### src/hdl/clock_select_cfg.svh
// offsets, field positions, reset values and codes of the clock selector
// Function
// The DAC clock select picks crystal, master clock, internal PLL clock A or B, receiver 512 fs or 256 fs, with 110 and 111 falling back to crystal.
// The ADC clock select uses the same eight-code mapping as the DAC select.
// The second internal clock select picks crystal, master clock, internal PLL clock A or B for codes 00 to 11.
// The first internal clock select picks crystal, master clock, internal PLL clock A or B for codes 00 to 11.
// Internal PLL clock B is the second PLL rate, its half, the alternate rate or its half; clock A is the first PLL rate or its half.
// Bit 7 of the reference register feeds the second PLL from crystal when 0 and master clock when 1.
// Bit 6 of the reference register feeds the first PLL from crystal when 0 and master clock when 1.
// Bit 5 of the output enable register set to 1 powers down the receiver.
// Bit 4 selects low-amplitude 200 mV receiver input when 0 and standard levels when 1.
// Bits 2, 1, 0 disable system clock outputs a, b, c when 1 and enable them when 0.
// The first PLL rate field gives 48 kHz for 00, 32 kHz for 10, 44.1 kHz for 11, 01 reserved.
// Reserved bits read as zero and ignore writes, and source changes reach converter clocks glitch-free.
`ifndef CLOCK_SELECT_CFG_SVH
`define CLOCK_SELECT_CFG_SVH

`define OFS_CONVERTER_CLOCK_SELECT 7'h76
`define OFS_INTERNAL_PLL_CLOCK_SELECT 7'h77
`define OFS_PLL_REFERENCE_SELECT 7'h78
`define OFS_CLOCK_OUTPUT_ENABLE 7'h7A

`define RST_CONVERTER_CLOCK_SELECT 8'h00
`define RST_INTERNAL_PLL_CLOCK_SELECT 8'h00
`define RST_PLL_REFERENCE_SELECT 8'h00
`define RST_CLOCK_OUTPUT_ENABLE 8'h00

`define MASK_CONVERTER_CLOCK_SELECT 8'hFF
`define MASK_INTERNAL_PLL_CLOCK_SELECT 8'h1F
`define MASK_PLL_REFERENCE_SELECT 8'hC0
`define MASK_CLOCK_OUTPUT_ENABLE 8'h37

`define POS_DAC_SEL_HI 7
`define POS_DAC_SEL_LO 5
`define POS_ADC_SEL_HI 4
`define POS_ADC_SEL_LO 2
`define POS_SECOND_INTERNAL_CLOCK_SELECT_SEL_HI 1
`define POS_SECOND_INTERNAL_CLOCK_SELECT_SEL_LO 0
`define POS_FIRST_INTERNAL_CLOCK_SELECT_SEL_HI 4
`define POS_FIRST_INTERNAL_CLOCK_SELECT_SEL_LO 3
`define POS_PLL2_TAP_HI 2
`define POS_PLL2_TAP_LO 1
`define POS_PLL1_TAP 0
`define POS_PLL2_REF 7
`define POS_PLL1_REF 6
`define POS_RX_POWER_DOWN 5
`define POS_RX_LEVEL_MODE 4
`define POS_SYSCLK_A_DIS 2
`define POS_SYSCLK_B_DIS 1
`define POS_SYSCLK_C_DIS 0

`define SRC_XTAL 3'h0
`define SRC_MCLK 3'h1
`define SRC_PLL_A 3'h2
`define SRC_PLL_B 3'h3
`define SRC_RX_512 3'h4
`define SRC_RX_256 3'h5

`define RATE_48K 2'h0
`define RATE_RESERVED 2'h1
`define RATE_32K 2'h2
`define RATE_44K1 2'h3

`endif

### src/hdl/clock_select_pkg.sv
// types shared by the clock selector
package clock_select_pkg;

    typedef struct packed {
        logic [6:0] addr;
        logic wr_en;
        logic rd_en;
        logic [7:0] wr_data;
    } reg_req_t;

    typedef struct packed {
        logic rx_256;
        logic rx_512;
        logic pll_b;
        logic pll_a;
        logic mclk;
        logic xtal;
    } clock_sources_t;

    typedef enum logic [1:0] {
        SW_RUN,
        SW_DRAIN,
        SW_ARM
    } switch_state_t;

endpackage : clock_select_pkg

### src/hdl/audio_codec_clock_selection.sv
// clock routing, glitch-free switching and clock output control
`timescale 1ns/100ps
`include "clock_select_cfg.svh"

module clock_glitch_free_switch
    import clock_select_pkg::*;
(
    // clock and reset
    input wire logic clk,
    input wire logic rst_n,
    // sources and selection
    input wire logic [5:0] src_vec,
    input wire logic [2:0] sel,
    // switched clock
    output logic clk_out
);
    switch_state_t state_reg, state_next;
    logic [2:0] cur_reg, cur_next;
    logic out_next;
    wire logic old_level = src_vec[cur_reg];
    wire logic new_level = src_vec[sel];
    wire logic changed = (sel != cur_reg);

    // stop low, then start low
    always_comb begin
        state_next = state_reg;
        cur_next = cur_reg;
        out_next = old_level;
        unique case (state_reg)
            SW_RUN: begin
                if (changed && !old_level) begin
                    state_next = SW_ARM;
                    out_next = 1'b0;
                end else if (changed) begin
                    state_next = SW_DRAIN;
                end
            end
            SW_DRAIN: begin
                if (!old_level) begin
                    state_next = SW_ARM;
                    out_next = 1'b0;
                end
            end
            SW_ARM: begin
                out_next = 1'b0;
                if (!new_level) begin
                    cur_next = sel;
                    state_next = SW_RUN;
                end
            end
            // unused state code, park low and rerun
            default: begin
                out_next = 1'b0;
                state_next = SW_RUN;
            end
        endcase
    end

    always_ff @(posedge clk) begin
        if (!rst_n) begin
            state_reg <= SW_RUN;
            cur_reg <= `SRC_XTAL;
            clk_out <= 1'b0;
        end else begin
            state_reg <= state_next;
            cur_reg <= cur_next;
            clk_out <= out_next;
        end
    end
endmodule : clock_glitch_free_switch

module audio_codec_clock_selection
    import clock_select_pkg::*;
(
    // clock and reset
    input wire logic clk,
    input wire logic rst_n,
    // register access from the control port
    input wire logic [6:0] reg_addr,
    input wire logic reg_wr_en,
    input wire logic reg_rd_en,
    input wire logic [7:0] reg_wr_data,
    output logic [7:0] reg_rd_data,
    // clock sources from pins and PLLs
    input wire logic crystal_clock_input,
    input wire logic external_master_clock_input,
    input wire logic first_pll_rate_output,
    input wire logic second_pll_rate_output,
    input wire logic second_pll_alt_rate_output,
    input wire logic receiver_clock_512fs,
    input wire logic receiver_clock_256fs,
    // first PLL rate field from the PLL control logic
    input wire logic [1:0] first_pll_rate_select,
    // converter and internal clocks
    output logic dac_clock,
    output logic adc_clock,
    output logic first_internal_clock,
    output logic second_internal_clock,
    // PLL references
    output logic first_pll_reference,
    output logic second_pll_reference,
    // first PLL rate decode
    output logic first_pll_rate_valid,
    output logic [1:0] first_pll_rate_code,
    // receiver and system clock output control
    output logic receiver_power_down,
    output logic receiver_input_level_mode,
    output logic system_clock_out_a_enable,
    output logic system_clock_out_b_enable,
    output logic system_clock_out_c_enable
);
    localparam int NRAW = 7;

    function automatic logic [2:0] converter_source(input logic [2:0] code);
        // codes 110 and 111 fall back to the crystal
        converter_source = (code > `SRC_RX_256) ? `SRC_XTAL : code;
    endfunction : converter_source

    logic [7:0] conv_sel_reg, conv_sel_next;
    logic [7:0] int_sel_reg, int_sel_next;
    logic [7:0] ref_sel_reg, ref_sel_next;
    logic [7:0] out_en_reg, out_en_next;
    logic [7:0] rd_data_next;
    logic [NRAW-1:0] raw_in;
    logic [NRAW-1:0] sync1_reg, sync2_reg, sync3_reg;
    logic [NRAW-1:0] level_reg, level_next;
    logic fs1_half_reg, fs2_half_reg, fs3_half_reg;
    logic fs1_prev_reg, fs2_prev_reg, fs3_prev_reg;
    logic pll_a_reg, pll_a_next;
    logic pll_b_reg, pll_b_next;
    clock_sources_t srcs;
    reg_req_t req;

    assign req = '{addr: reg_addr, wr_en: reg_wr_en, rd_en: reg_rd_en,
                   wr_data: reg_wr_data};

    assign raw_in = {receiver_clock_256fs, receiver_clock_512fs,
                     second_pll_alt_rate_output, second_pll_rate_output,
                     first_pll_rate_output, external_master_clock_input,
                     crystal_clock_input};

    // three-stage capture, a change counts once stages two and three agree
    assign level_next = (sync2_reg & sync3_reg)
                        | (level_reg & (sync2_reg | sync3_reg));

    always_ff @(posedge clk) begin
        if (!rst_n) begin
            sync1_reg <= '0;
            sync2_reg <= '0;
            sync3_reg <= '0;
            level_reg <= '0;
        end else begin
            sync1_reg <= raw_in;
            sync2_reg <= sync1_reg;
            sync3_reg <= sync2_reg;
            level_reg <= level_next;
        end
    end

    wire logic xtal_lvl = level_reg[0];
    wire logic mclk_lvl = level_reg[1];
    wire logic fs1_lvl = level_reg[2];
    wire logic fs2_lvl = level_reg[3];
    wire logic fs3_lvl = level_reg[4];

    // halved rates toggle on each rising edge
    always_ff @(posedge clk) begin
        if (!rst_n) begin
            fs1_prev_reg <= 1'b0;
            fs2_prev_reg <= 1'b0;
            fs3_prev_reg <= 1'b0;
            fs1_half_reg <= 1'b0;
            fs2_half_reg <= 1'b0;
            fs3_half_reg <= 1'b0;
        end else begin
            fs1_prev_reg <= fs1_lvl;
            fs2_prev_reg <= fs2_lvl;
            fs3_prev_reg <= fs3_lvl;
            fs1_half_reg <= fs1_half_reg ^ (fs1_lvl & ~fs1_prev_reg);
            fs2_half_reg <= fs2_half_reg ^ (fs2_lvl & ~fs2_prev_reg);
            fs3_half_reg <= fs3_half_reg ^ (fs3_lvl & ~fs3_prev_reg);
        end
    end

    wire logic [2:0] dac_sel = conv_sel_reg[`POS_DAC_SEL_HI:`POS_DAC_SEL_LO];
    wire logic [2:0] adc_sel = conv_sel_reg[`POS_ADC_SEL_HI:`POS_ADC_SEL_LO];
    wire logic [1:0] second_internal_clock_select_sel =
        conv_sel_reg[`POS_SECOND_INTERNAL_CLOCK_SELECT_SEL_HI:`POS_SECOND_INTERNAL_CLOCK_SELECT_SEL_LO];
    wire logic [1:0] first_internal_clock_select_sel =
        int_sel_reg[`POS_FIRST_INTERNAL_CLOCK_SELECT_SEL_HI:`POS_FIRST_INTERNAL_CLOCK_SELECT_SEL_LO];
    wire logic [1:0] pll2_tap =
        int_sel_reg[`POS_PLL2_TAP_HI:`POS_PLL2_TAP_LO];
    wire logic pll1_tap = int_sel_reg[`POS_PLL1_TAP];
    // reserved rate holds clock A low
    wire logic rate_ok = (first_pll_rate_select != `RATE_RESERVED);

    // internal PLL clock taps
    assign pll_a_next = rate_ok & (pll1_tap ? fs1_half_reg : fs1_lvl);
    assign pll_b_next = (pll2_tap == 2'h0) ? fs2_lvl :
                        (pll2_tap == 2'h1) ? fs2_half_reg :
                        (pll2_tap == 2'h2) ? fs3_lvl : fs3_half_reg;

    always_ff @(posedge clk) begin
        if (!rst_n) begin
            pll_a_reg <= 1'b0;
            pll_b_reg <= 1'b0;
        end else begin
            pll_a_reg <= pll_a_next;
            pll_b_reg <= pll_b_next;
        end
    end

    assign srcs = '{rx_256: level_reg[6], rx_512: level_reg[5],
                    pll_b: pll_b_reg, pll_a: pll_a_reg,
                    mclk: mclk_lvl, xtal: xtal_lvl};

    // DAC source mapping
    clock_glitch_free_switch dac_switch (
        .clk(clk),
        .rst_n(rst_n),
        .src_vec(srcs),
        .sel(converter_source(dac_sel)),
        .clk_out(dac_clock)
    );

    // ADC source mapping
    clock_glitch_free_switch adc_switch (
        .clk(clk),
        .rst_n(rst_n),
        .src_vec(srcs),
        .sel(converter_source(adc_sel)),
        .clk_out(adc_clock)
    );

    // first internal clock mapping
    clock_glitch_free_switch first_internal_clock_select_switch (
        .clk(clk),
        .rst_n(rst_n),
        .src_vec(srcs),
        .sel({1'b0, first_internal_clock_select_sel}),
        .clk_out(first_internal_clock)
    );

    // second internal clock mapping
    clock_glitch_free_switch second_internal_clock_select_switch (
        .clk(clk),
        .rst_n(rst_n),
        .src_vec(srcs),
        .sel({1'b0, second_internal_clock_select_sel}),
        .clk_out(second_internal_clock)
    );

    wire logic wr_conv = req.wr_en && (req.addr == `OFS_CONVERTER_CLOCK_SELECT);
    wire logic wr_int = req.wr_en
                        && (req.addr == `OFS_INTERNAL_PLL_CLOCK_SELECT);
    wire logic wr_ref = req.wr_en && (req.addr == `OFS_PLL_REFERENCE_SELECT);
    wire logic wr_oen = req.wr_en && (req.addr == `OFS_CLOCK_OUTPUT_ENABLE);

    // reserved bits masked on write
    assign conv_sel_next = wr_conv
        ? (req.wr_data & `MASK_CONVERTER_CLOCK_SELECT) : conv_sel_reg;
    assign int_sel_next = wr_int
        ? (req.wr_data & `MASK_INTERNAL_PLL_CLOCK_SELECT) : int_sel_reg;
    assign ref_sel_next = wr_ref
        ? (req.wr_data & `MASK_PLL_REFERENCE_SELECT) : ref_sel_reg;
    assign out_en_next = wr_oen
        ? (req.wr_data & `MASK_CLOCK_OUTPUT_ENABLE) : out_en_reg;

    assign rd_data_next =
        (req.addr == `OFS_CONVERTER_CLOCK_SELECT) ? conv_sel_reg :
        (req.addr == `OFS_INTERNAL_PLL_CLOCK_SELECT) ? int_sel_reg :
        (req.addr == `OFS_PLL_REFERENCE_SELECT) ? ref_sel_reg :
        (req.addr == `OFS_CLOCK_OUTPUT_ENABLE) ? out_en_reg : 8'h00;

    always_ff @(posedge clk) begin
        if (!rst_n) begin
            conv_sel_reg <= `RST_CONVERTER_CLOCK_SELECT;
            int_sel_reg <= `RST_INTERNAL_PLL_CLOCK_SELECT;
            ref_sel_reg <= `RST_PLL_REFERENCE_SELECT;
            out_en_reg <= `RST_CLOCK_OUTPUT_ENABLE;
            reg_rd_data <= 8'h00;
        end else begin
            conv_sel_reg <= conv_sel_next;
            int_sel_reg <= int_sel_next;
            ref_sel_reg <= ref_sel_next;
            out_en_reg <= out_en_next;
            if (req.rd_en) begin
                reg_rd_data <= rd_data_next;
            end
        end
    end

    always_ff @(posedge clk) begin
        if (!rst_n) begin
            first_pll_reference <= 1'b0;
            second_pll_reference <= 1'b0;
            first_pll_rate_valid <= 1'b0;
            first_pll_rate_code <= `RATE_48K;
            receiver_power_down <= 1'b0;
            receiver_input_level_mode <= 1'b0;
            system_clock_out_a_enable <= 1'b0;
            system_clock_out_b_enable <= 1'b0;
            system_clock_out_c_enable <= 1'b0;
        end else begin
            // first PLL reference
            first_pll_reference <= ref_sel_reg[`POS_PLL1_REF]
                ? mclk_lvl : xtal_lvl;
            // second PLL reference
            second_pll_reference <= ref_sel_reg[`POS_PLL2_REF]
                ? mclk_lvl : xtal_lvl;
            // rate field decode
            first_pll_rate_valid <= rate_ok;
            first_pll_rate_code <= first_pll_rate_select;
            // receiver power-down
            receiver_power_down <= out_en_reg[`POS_RX_POWER_DOWN];
            // receiver input level
            receiver_input_level_mode <= out_en_reg[`POS_RX_LEVEL_MODE];
            // active-low output enables
            system_clock_out_a_enable <= ~out_en_reg[`POS_SYSCLK_A_DIS];
            system_clock_out_b_enable <= ~out_en_reg[`POS_SYSCLK_B_DIS];
            system_clock_out_c_enable <= ~out_en_reg[`POS_SYSCLK_C_DIS];
        end
    end

endmodule : audio_codec_clock_selection

### config.mk
export PLATFORM = sky130hd
export DESIGN_NAME = audio_codec_clock_selection
export DESIGN_NICKNAME = d
export VERILOG_FILES = /design/src/hdl/clock_select_pkg.sv /design/src/hdl/audio_codec_clock_selection.sv
export VERILOG_INCLUDE_DIRS = /design/src /design/src/hdl
export SDC_FILE = /design/constraint.sdc
export NUM_CORES = 1
export LEC_CHECK = 0
export BUFFER_PORTS_ARGS = -buffer_cell sky130_fd_sc_hd__buf_2
export CORE_UTILIZATION = 55
export CTS_CLUSTER_DIAMETER = 100
export DETAILED_ROUTE_END_ITERATION = 10
export PLACE_DENSITY = 0.79
export SYNTH_ARGS = -nofsm -noshare
export SYNTH_HDL_FRONTEND = slang
export SYNTH_SLANG_ARGS = --single-unit
### constraint.sdc
create_clock -name clk -period 4.1 [get_ports clk]
set_clock_uncertainty 0.1 [all_clocks]
set_input_delay 0.41 -clock clk [delete_from_list [all_inputs] [get_ports clk]]
set_output_delay 0.41 -clock clk [all_outputs]
set_load 0.005 [all_outputs]
Word-level counts from Yosys, hierarchy flattened
Cells that the tools add are included.

Bitwise gates (word level): 21. Muxes and demuxes: 60. Magnitude comparators: 10. Equality and inequality tests: 31. Reductions and logical operators: 25.

Operators with widths (count): $mux 2 (16); $eq 7x7->1 const B (4); $mux 8 (3); $pmux 2 s3 (4); $mux 1 (22); $lt 2x4->1 const B (4); $lt 3x4->1 const B (4); $ne 2x2->1 const B (8); $and 7x7->7 (2); $or 7x7->7 (2); $bmux 1 s3 (4); $ne 3x1->1 const B (4); $reduce_and 3->1 (4); $eq 2x1->1 const B (5); $eq 2x2->1 const B (5); $logic_not 2->1 (5); $not 1->1 (10); $bmux 1 s2 (4); $logic_and 1x1->1 (8); $pmux 1 s2 (4); $reduce_and 2->1 (4); $gt 3x3->1 const B (2); $mux 3 (2); $mux 6 (1); 6 further kinds (16).

Output and inout bits: 22. Logic and storage cells: 185. Bits in registers: 96. Input bits: 28.

Logic depth before layout (Yosys ltp)
Gate-level depths: netlist of run 1.

Depth in word-level cells: 6. Mapped depth: 6. Mapped depth without buffers: 4.

Cells and area by module
A second synthesis of run 1 with hierarchy kept.

Cell total of the unflattened synthesis: 420. Area, all modules: 4254.1 um^2.

By module, submodules not included: audio_codec_clock_selection (seq. area each 1481.4 um^2, area an instance 2697.6 um^2, instances 1, cells each 264); clock_glitch_free_switch (seq. area each 120.1 um^2, area an instance 389.1 um^2, instances 4, cells each 39).

Worst setup path before layout of run 1
Ideal clock, no wire load.

Path type: in2reg. From: input port reg_addr[2]. To: register ref_sel_reg[6]. Setup time: 0.132 ns. Arrival: 1.425 ns. Required time: 3.868 ns. Path buffers: 0. Setup slack: 2.442 ns. Stages: 4. Path through: or3b_2 > or4_1 > nand2_1 > a21oi_1.

Cells in the longest elaborated chain, start to end: 2.

Ends and longest elaborated chain: start, declared (line audio_codec_clock_selection.sv:79) `input wire logic [6:0] reg_addr,`; $eq 7x7->1 (no source line); $logic_and 1x1->1 (line audio_codec_clock_selection.sv:256) `` wire logic wr_ref = req.wr_en && (req.addr == `OFS_PLL_REFERENCE_SELECT); ``; end signal, assigned (line audio_codec_clock_selection.sv:279) `` ref_sel_reg <= `RST_PLL_REFERENCE_SELECT; ``; end signal, assigned (line audio_codec_clock_selection.sv:285) `ref_sel_reg <= ref_sel_next;`; end, declared (line audio_codec_clock_selection.sv:121) `logic [7:0] ref_sel_reg, ref_sel_next;`.

No other way between the ends. A chain may end at the register's enable or synchronous reset.

Final worst setup path of run 1
From: register conv_sel_reg[0]. To: register second_internal_clock_select_switch.cur_reg[0].

Cells in the longest elaborated chain, start to end: 4.

Ends and longest elaborated chain: start, declared (line audio_codec_clock_selection.sv:119) `logic [7:0] conv_sel_reg, conv_sel_next;`; start signal, assigned (line audio_codec_clock_selection.sv:277) `` conv_sel_reg <= `RST_CONVERTER_CLOCK_SELECT; ``; start signal, assigned (line audio_codec_clock_selection.sv:283) `conv_sel_reg <= conv_sel_next;`; $bmux 1 s2 (line audio_codec_clock_selection.sv:21) `wire logic new_level = src_vec[sel];`; $mux 1 (implied by the code) (line audio_codec_clock_selection.sv:21); $not 1->1 (no source line); $reduce_and 2->1 (no source line); end signal, assigned (line audio_codec_clock_selection.sv:62) `` cur_reg <= `SRC_XTAL; ``; end signal, assigned (line audio_codec_clock_selection.sv:66) `cur_reg <= cur_next;`; end, declared (line audio_codec_clock_selection.sv:18) `logic [2:0] cur_reg, cur_next;`.

Several ways; a longest one is shown, not always the timed one. The select of a mux whose other input is x is not followed.

==> results of run 1 <==
placed cells by master (no fill, tap or decap), drive strengths merged, types with 6 or more instances in the layout:
master,n
a21oi,21
a22oi,7
and2,28
buf,50
clkbuf,9
dfxtp,96
inv,10
mux2i,33
mux4,6
nand2,26
nand2b,9
nand3,14
nand3b,8
nor2,30
nor2b,10
nor3,7
nor3b,8
o21ai,16
final cells by class:
type                    count  area [µm²]  area share
multi-input cells         268        1880       0.428
inverters                   7        28.8     0.00653
flip-flops and latches     96        1920       0.436
repair buffers             50         253      0.0574
clock buffers               9         124      0.0281
well taps                  96         120      0.0273
clock inverters             7        73.8      0.0168
power breakdown:
group          internal [mW]  switching [mW]  total (mW)
sequential             0.946         0.00600       0.952
clock                  0.239           0.364       0.603
combinational         0.0260          0.0403      0.0663
total                   1.21           0.410        1.62
path summary, 6_finish.rpt:
path	start	end	slack, ps
setup / recovery	conv_sel_reg[0]$_SDFFE_PN0P_	second_internal_clock_select_switch.cur_reg[0]$_SDFFE_PN0P_	2280
hold / removal	first_pll_rate_select[0]	first_pll_rate_valid$_SDFF_PN0_	140
setup reg to reg	conv_sel_reg[0]$_SDFFE_PN0P_	second_internal_clock_select_switch.cur_reg[0]$_SDFFE_PN0P_	2280
hold reg to reg	sync1_reg[5]$_SDFF_PN0_	sync2_reg[5]$_SDFF_PN0_	340
per-layer routing:
metal | up-vias | wire length [µm] | track usage
li1 | 1460 | - | -
met1 | 1441 | 3390 | 0.275
met2 | 68 | 3980 | 0.395
met3 | 15 | 368 | 0.0476
met4 | 0 | 158 | 0.0879
met5 | - | 0 | 0
cell usage after synthesis (2+ instances only):
master     number
and3_1          2
o32ai_1         2
nor2_2          8
inv_1           6
xnor2_1         5
or4_1           2
a22oi_1         7
dfxtp_1        96
nor3b_2         3
nand3_1        13
nor2_1         22
or3_1           4
nor3b_1         5
buf_6           3
nor4bb_1        2
mux4_1          3
buf_1           4
clkbuf_1        8
nand2_1        26
nand3b_1        7
nor2b_1        10
nor3_1          6
and2_1         28
nand2b_1        9
or2_2           2
mux4_2          3
xor2_1          5
a21oi_1        21
o311ai_0        4
buf_2           7
a2bb2oi_1       3
mux2i_1        33
o21ai_0        16
kinds of logic after synthesis:
logic type,Yosys count,synth area share
simple gates,157,0.232
compound gates,61,0.0998
xor+xnor,10,0.0222
buf+inv,29,0.0361
flops,96,0.487
mux,40,0.124
critical path, delay by kind of cell, from the launching register on:
family	cells	cell delay, ps
mux	2	780
simple gates	2	310
flops	1	500
==> flow_summary.yaml, run 1 <==
timing:
  setup_viol: 0
  hold_viol: 0
  fmax_ghz: 0.551
  fin_hold_ws_ps: 137
  fin_ws_ps: 2280
  worst_slew_pin_slew_ps: 796
  post-route-min-period_ps: 1820
  slew_headroom: 0.466
  final.setup.tns_ps: 0
  rsz0062_at_grt: "no"
  drv_slew: 0
  final.period_utilization: 0.443
worst_setup_path:
  cpPeakStageDelay_ps: 570
  path_class: "register to register"
  path_cells: "mux4_2 > nor3b_2 > mux2i_1 > nor2_1"
  cp_data_required_time_ps: 4240
  cp-start-kind: "register"
  cp_max_fo: 5
  slowest_stage: "mux4_2"
  crit_arrival_ps: 1950
  critPathCaptureType: "register"
  ff2ff_path_depth: 4
clock_network:
  htreeDepth: 3
  ctsLongestPathBuffers: 2
  cts_buffers: 9
  cts.sinks: 96
  cts_hold_buffers: 0
  post_cts_resized: 0
  cts_root_buf: "clkbuf_8"
  worstSkewPairLatency_ps: 370
  cts_setup_buffers: 0
  cts_tree: "done"
  clk_pin_slew_ps: 100
power:
  p_leak_nw: 1.67
  power.total_mw: 1.62
  power.density_nw_per_um2: 368
  ir_drop_v: 0.000355
logic_synthesis:
  synth-main-ff-cell: "dfxtp_1"
  synth_top_cell_by_area: "dfxtp_1"
  syn_avg_cell_area_um2: 10.0
  syn-num-nets: 421
  synth_warnings: 0
  synth_area_leaders: "dfxtp_1, mux2i_1, and2_1, a21oi_1, nand2_1"
  ys_seq_elements: 96
  synth_area_um2: 3950
  synth_seq_area_share: 0.487
  yosysUniqueCellTypes: 51
  netlist_instances: 393
  synth-async-reset-ratio: 0
  synth-edff-count: 0
  synth_top_area_frac: 0.487
cells_and_area:
  instances_no_fill: 533
  syn_to_final_growth_pct: 11.6
  num-fill-cells: 583
  drive_above_1_share: 0.208
  final_cell_area_um2: 4410
  finalNetCount: 460
  n_antenna_cell: 0
  fin_util: 0.641
floorplan:
  dieArea_um2: 7520
  die_height_um: 86.7
  rows: 30
  fp.coreArea_um2: 6870
  die_w_um: 86.7
  ios: 50
  start_util: 0.575
placement:
  gp_congestion: 0.838
  post-place-ws_ps: 1980
  place_area_um2: 4210
  dp_cells: 517
  port_buffers: 49
  dp_hpwl_um: 5420
global_routing:
  grt_usage: 0.227
  antenna_found_initial: 0
  overflow: 0
  grt_first_pass_wirelength_um: 13200
  grt_max_degree: 52
  first_global_vias: 2866
routing:
  via_per_inst: 5.60
  routed_wl_um: 7900
  dr.first_iter.drc_count: 178
  ant_nets: 0
  drcViolationCount: 0
  routedWlPerCell_um: 14.8
  vias: 2984
  dr.pass1.iters: 4
min_path:
  hold_depth: 2
  min_path_type: "input port to register"
run:
  maxCapViolCount: 0
run_status:
  outcome: "complete, no violations"
Note: power is estimated with default switching activity, not from simulation.
==> run 2: changes to the inputs <==
Settings changed: CORE_UTILIZATION 55 to 52.
Clock period 4.1 ns to 1.55 ns, I/O delays scaled along.
==> run 2 against run 1 <==
Net effect: the run now ends with negative setup slack left; wire length rose by 8.2%; non-clock buffer count rose by 59; global-route usage fell by 0.38 points; first-iteration DRC count fell by 20%; cell count rose by 12%; setup slack got worse by 2300 ps; clock power rose by 140%; cell area rose by 13%; total power rose to 2.6 times the previous value; register-to-register slack got worse by 2300 ps; count of clock-buffer cells in the layout rose by 2; maximum frequency rose by 13%; largest power group unchanged.
==> flow_summary.yaml, run 2 (same netlist as run 1, synthesis figures left out) <==
run_status:
  outcome: "finished with violations"
  violations: "negative setup slack"
cells_and_area:
  final_common_cell: "dfxtp_1"
  drive_above_1_share: 0.306
  syn_to_final_growth_pct: 26.4
  final-seq-area_um2: 1950
  n_antenna_cell: 0
  multi_input_area_um2: 1940
  finalNetCount: 519
  mostFrequentLayoutCells: "dfxtp_1, buf_2, buf_4"
  num-fill-cells: 572
floorplan:
  die_height_um: 89.1
  dieArea_um2: 7950
  ios: 50
  fp.coreArea_um2: 7290
  start_util: 0.542
  rows: 31
  die_w_um: 89.1
global_routing:
  grt_first_pass_wirelength_um: 13500
  first_global_vias: 3069
  grt_max_degree: 51
  grt_usage: 0.223
  antenna_found_initial: 0
  overflow: 0
routing:
  dr.first_iter.drc_count: 142
  dr.pass1.iters: 4
  drcViolationCount: 0
  vias: 3177
  routed_wl_um: 8540
  via_per_inst: 5.34
  ant_nets: 0
  routedWlPerCell_um: 14.4
power:
  seq_power_share: 0.594
  ir_drop_v: 0.000726
  p_clk_frac: 0.348
  p_sw_frac: 0.238
  p_leak_nw: 1.95
  switchingPower_mw: 1.00
  p_int_mw: 3.22
  power.density_nw_per_um2: 846
  comb_power_share: 0.058
clock_network:
  ctsLongestPathBuffers: 2
  cts_buffers: 9
  clk_pin_slew_ps: 90
  cts_tree: "done"
  worstSkewPairLatency_ps: 350
  cts.sinks: 96
  htreeDepth: 3
  cts_root_buf: "clkbuf_8"
worst_setup_path:
  slowest_stage: "mux4_2"
  cp_data_required_time_ps: 1690
  path_cells: "mux4_2 > nor3b_4 > mux2i_1 > nor2_1"
  cp-start-kind: "register"
  critPathCaptureType: "register"
  crit_arrival_ps: 1740
  path_class: "register to register"
  critPathBufInv: 0
  path_delay_family: "multiplexers"
  cpPeakStageDelay_ps: 530
  cp_max_fo: 2
timing:
  fin_hold_ws_ps: 46.3
  rsz0062_at_grt: "yes"
  fmax_ghz: 0.622
  final.setup.tns_ps: -217
  drv_slew: 0
  worst_slew_pin_slew_ps: 444
  slew_headroom: 0.703
  hold_viol: 0
  fin_ws_ps: -57.2
  setup_viol: 7
  post-route-min-period_ps: 1610
  final.period_utilization: 1.04
placement:
  dp_hpwl_um: 5880
  gp_congestion: 0.880
  port_buffers: 49
run:
  maxCapViolCount: 0
min_path:
  min_path_type: "input port to register"
## run 2: power groups by stage
stage | sequential, mW | clock [mW] | combinational, mW
final | 2.51 | 1.47 | 0.244
after global routing | 2.52 | 1.61 | 0.267
after detailed placement | 2.57 | 0 | 0.203
after global placement | 2.57 | 0 | 0.199
after CTS | 2.51 | 1.51 | 0.239
after floorplan | 2.57 | 0 | 0.0978
## run 2: routing by layer
layer / up-vias / GRT usage / routed length (µm)
met3: 13 / 0.0508 / 312
met5: - / 0 / 0
met2: 68 / 0.395 / 4430
li1: 1570 / - / -
met4: 0 / 0.0736 / 136
met1: 1526 / 0.268 / 3670
## run 2: stage by stage
stage          setup WS (ps)  cell area [µm²]  std cells  utilization  total power, mW
3_3_place_gp           -44.0             4530        559        0.621             2.77
5_1_grt                 -117             4990        595        0.685             4.39
2_1_floorplan          -50.9             3960        393            -             2.67
6_report               -57.2             4990        595        0.685             4.22
3_5_place_dp            -106             4530        559        0.621             2.78
4_1_cts                -70.5             4950        594        0.678             4.26
## run 2: cell type report
| cell class | count | area share |
|---|---|---|
| flip-flops and latches | 96 | 0.390 |
| well taps | 99 | 0.0248 |
| clock buffers | 11 | 0.0263 |
| clock inverters | 5 | 0.00827 |
| repair buffers | 109 | 0.155 |
| inverters | 7 | 0.00576 |
| multi-input cells | 268 | 0.389 |
## run 2: path summary, 6_finish.rpt
check	to	slack (ps)	startpoint	cells past startpoint
setup / recovery	first_internal_clock_select_switch.cur_reg[0]$_SDFFE_PN0P_	-60	int_sel_reg[3]$_SDFFE_PN0P_	4
hold / removal	reg_rd_data[6]$_SDFFE_PN0P_	50	reg_rd_en	2
setup reg to reg	first_internal_clock_select_switch.cur_reg[0]$_SDFFE_PN0P_	-60	int_sel_reg[3]$_SDFFE_PN0P_	4
hold reg to reg	sync2_reg[6]$_SDFF_PN0_	340	sync1_reg[6]$_SDFF_PN0_	1
## run 2: worst register-to-register path, stage by stage, from the launching register on
cell and delay [ps]:
dfxtp_2 340, mux4_2 530, nor3b_4 240, mux2i_1 220
nor2_1 50
## run 2: what timing repair did
item | CTS | global route
hold endpoints to repair | 28 | 0
endpoints found under the setup margin | 14 | 16
buffers inserted | 1 | 1
pin swaps | 5 | 1
hold buffers | 18 | 0
resized for setup | 21 | 9
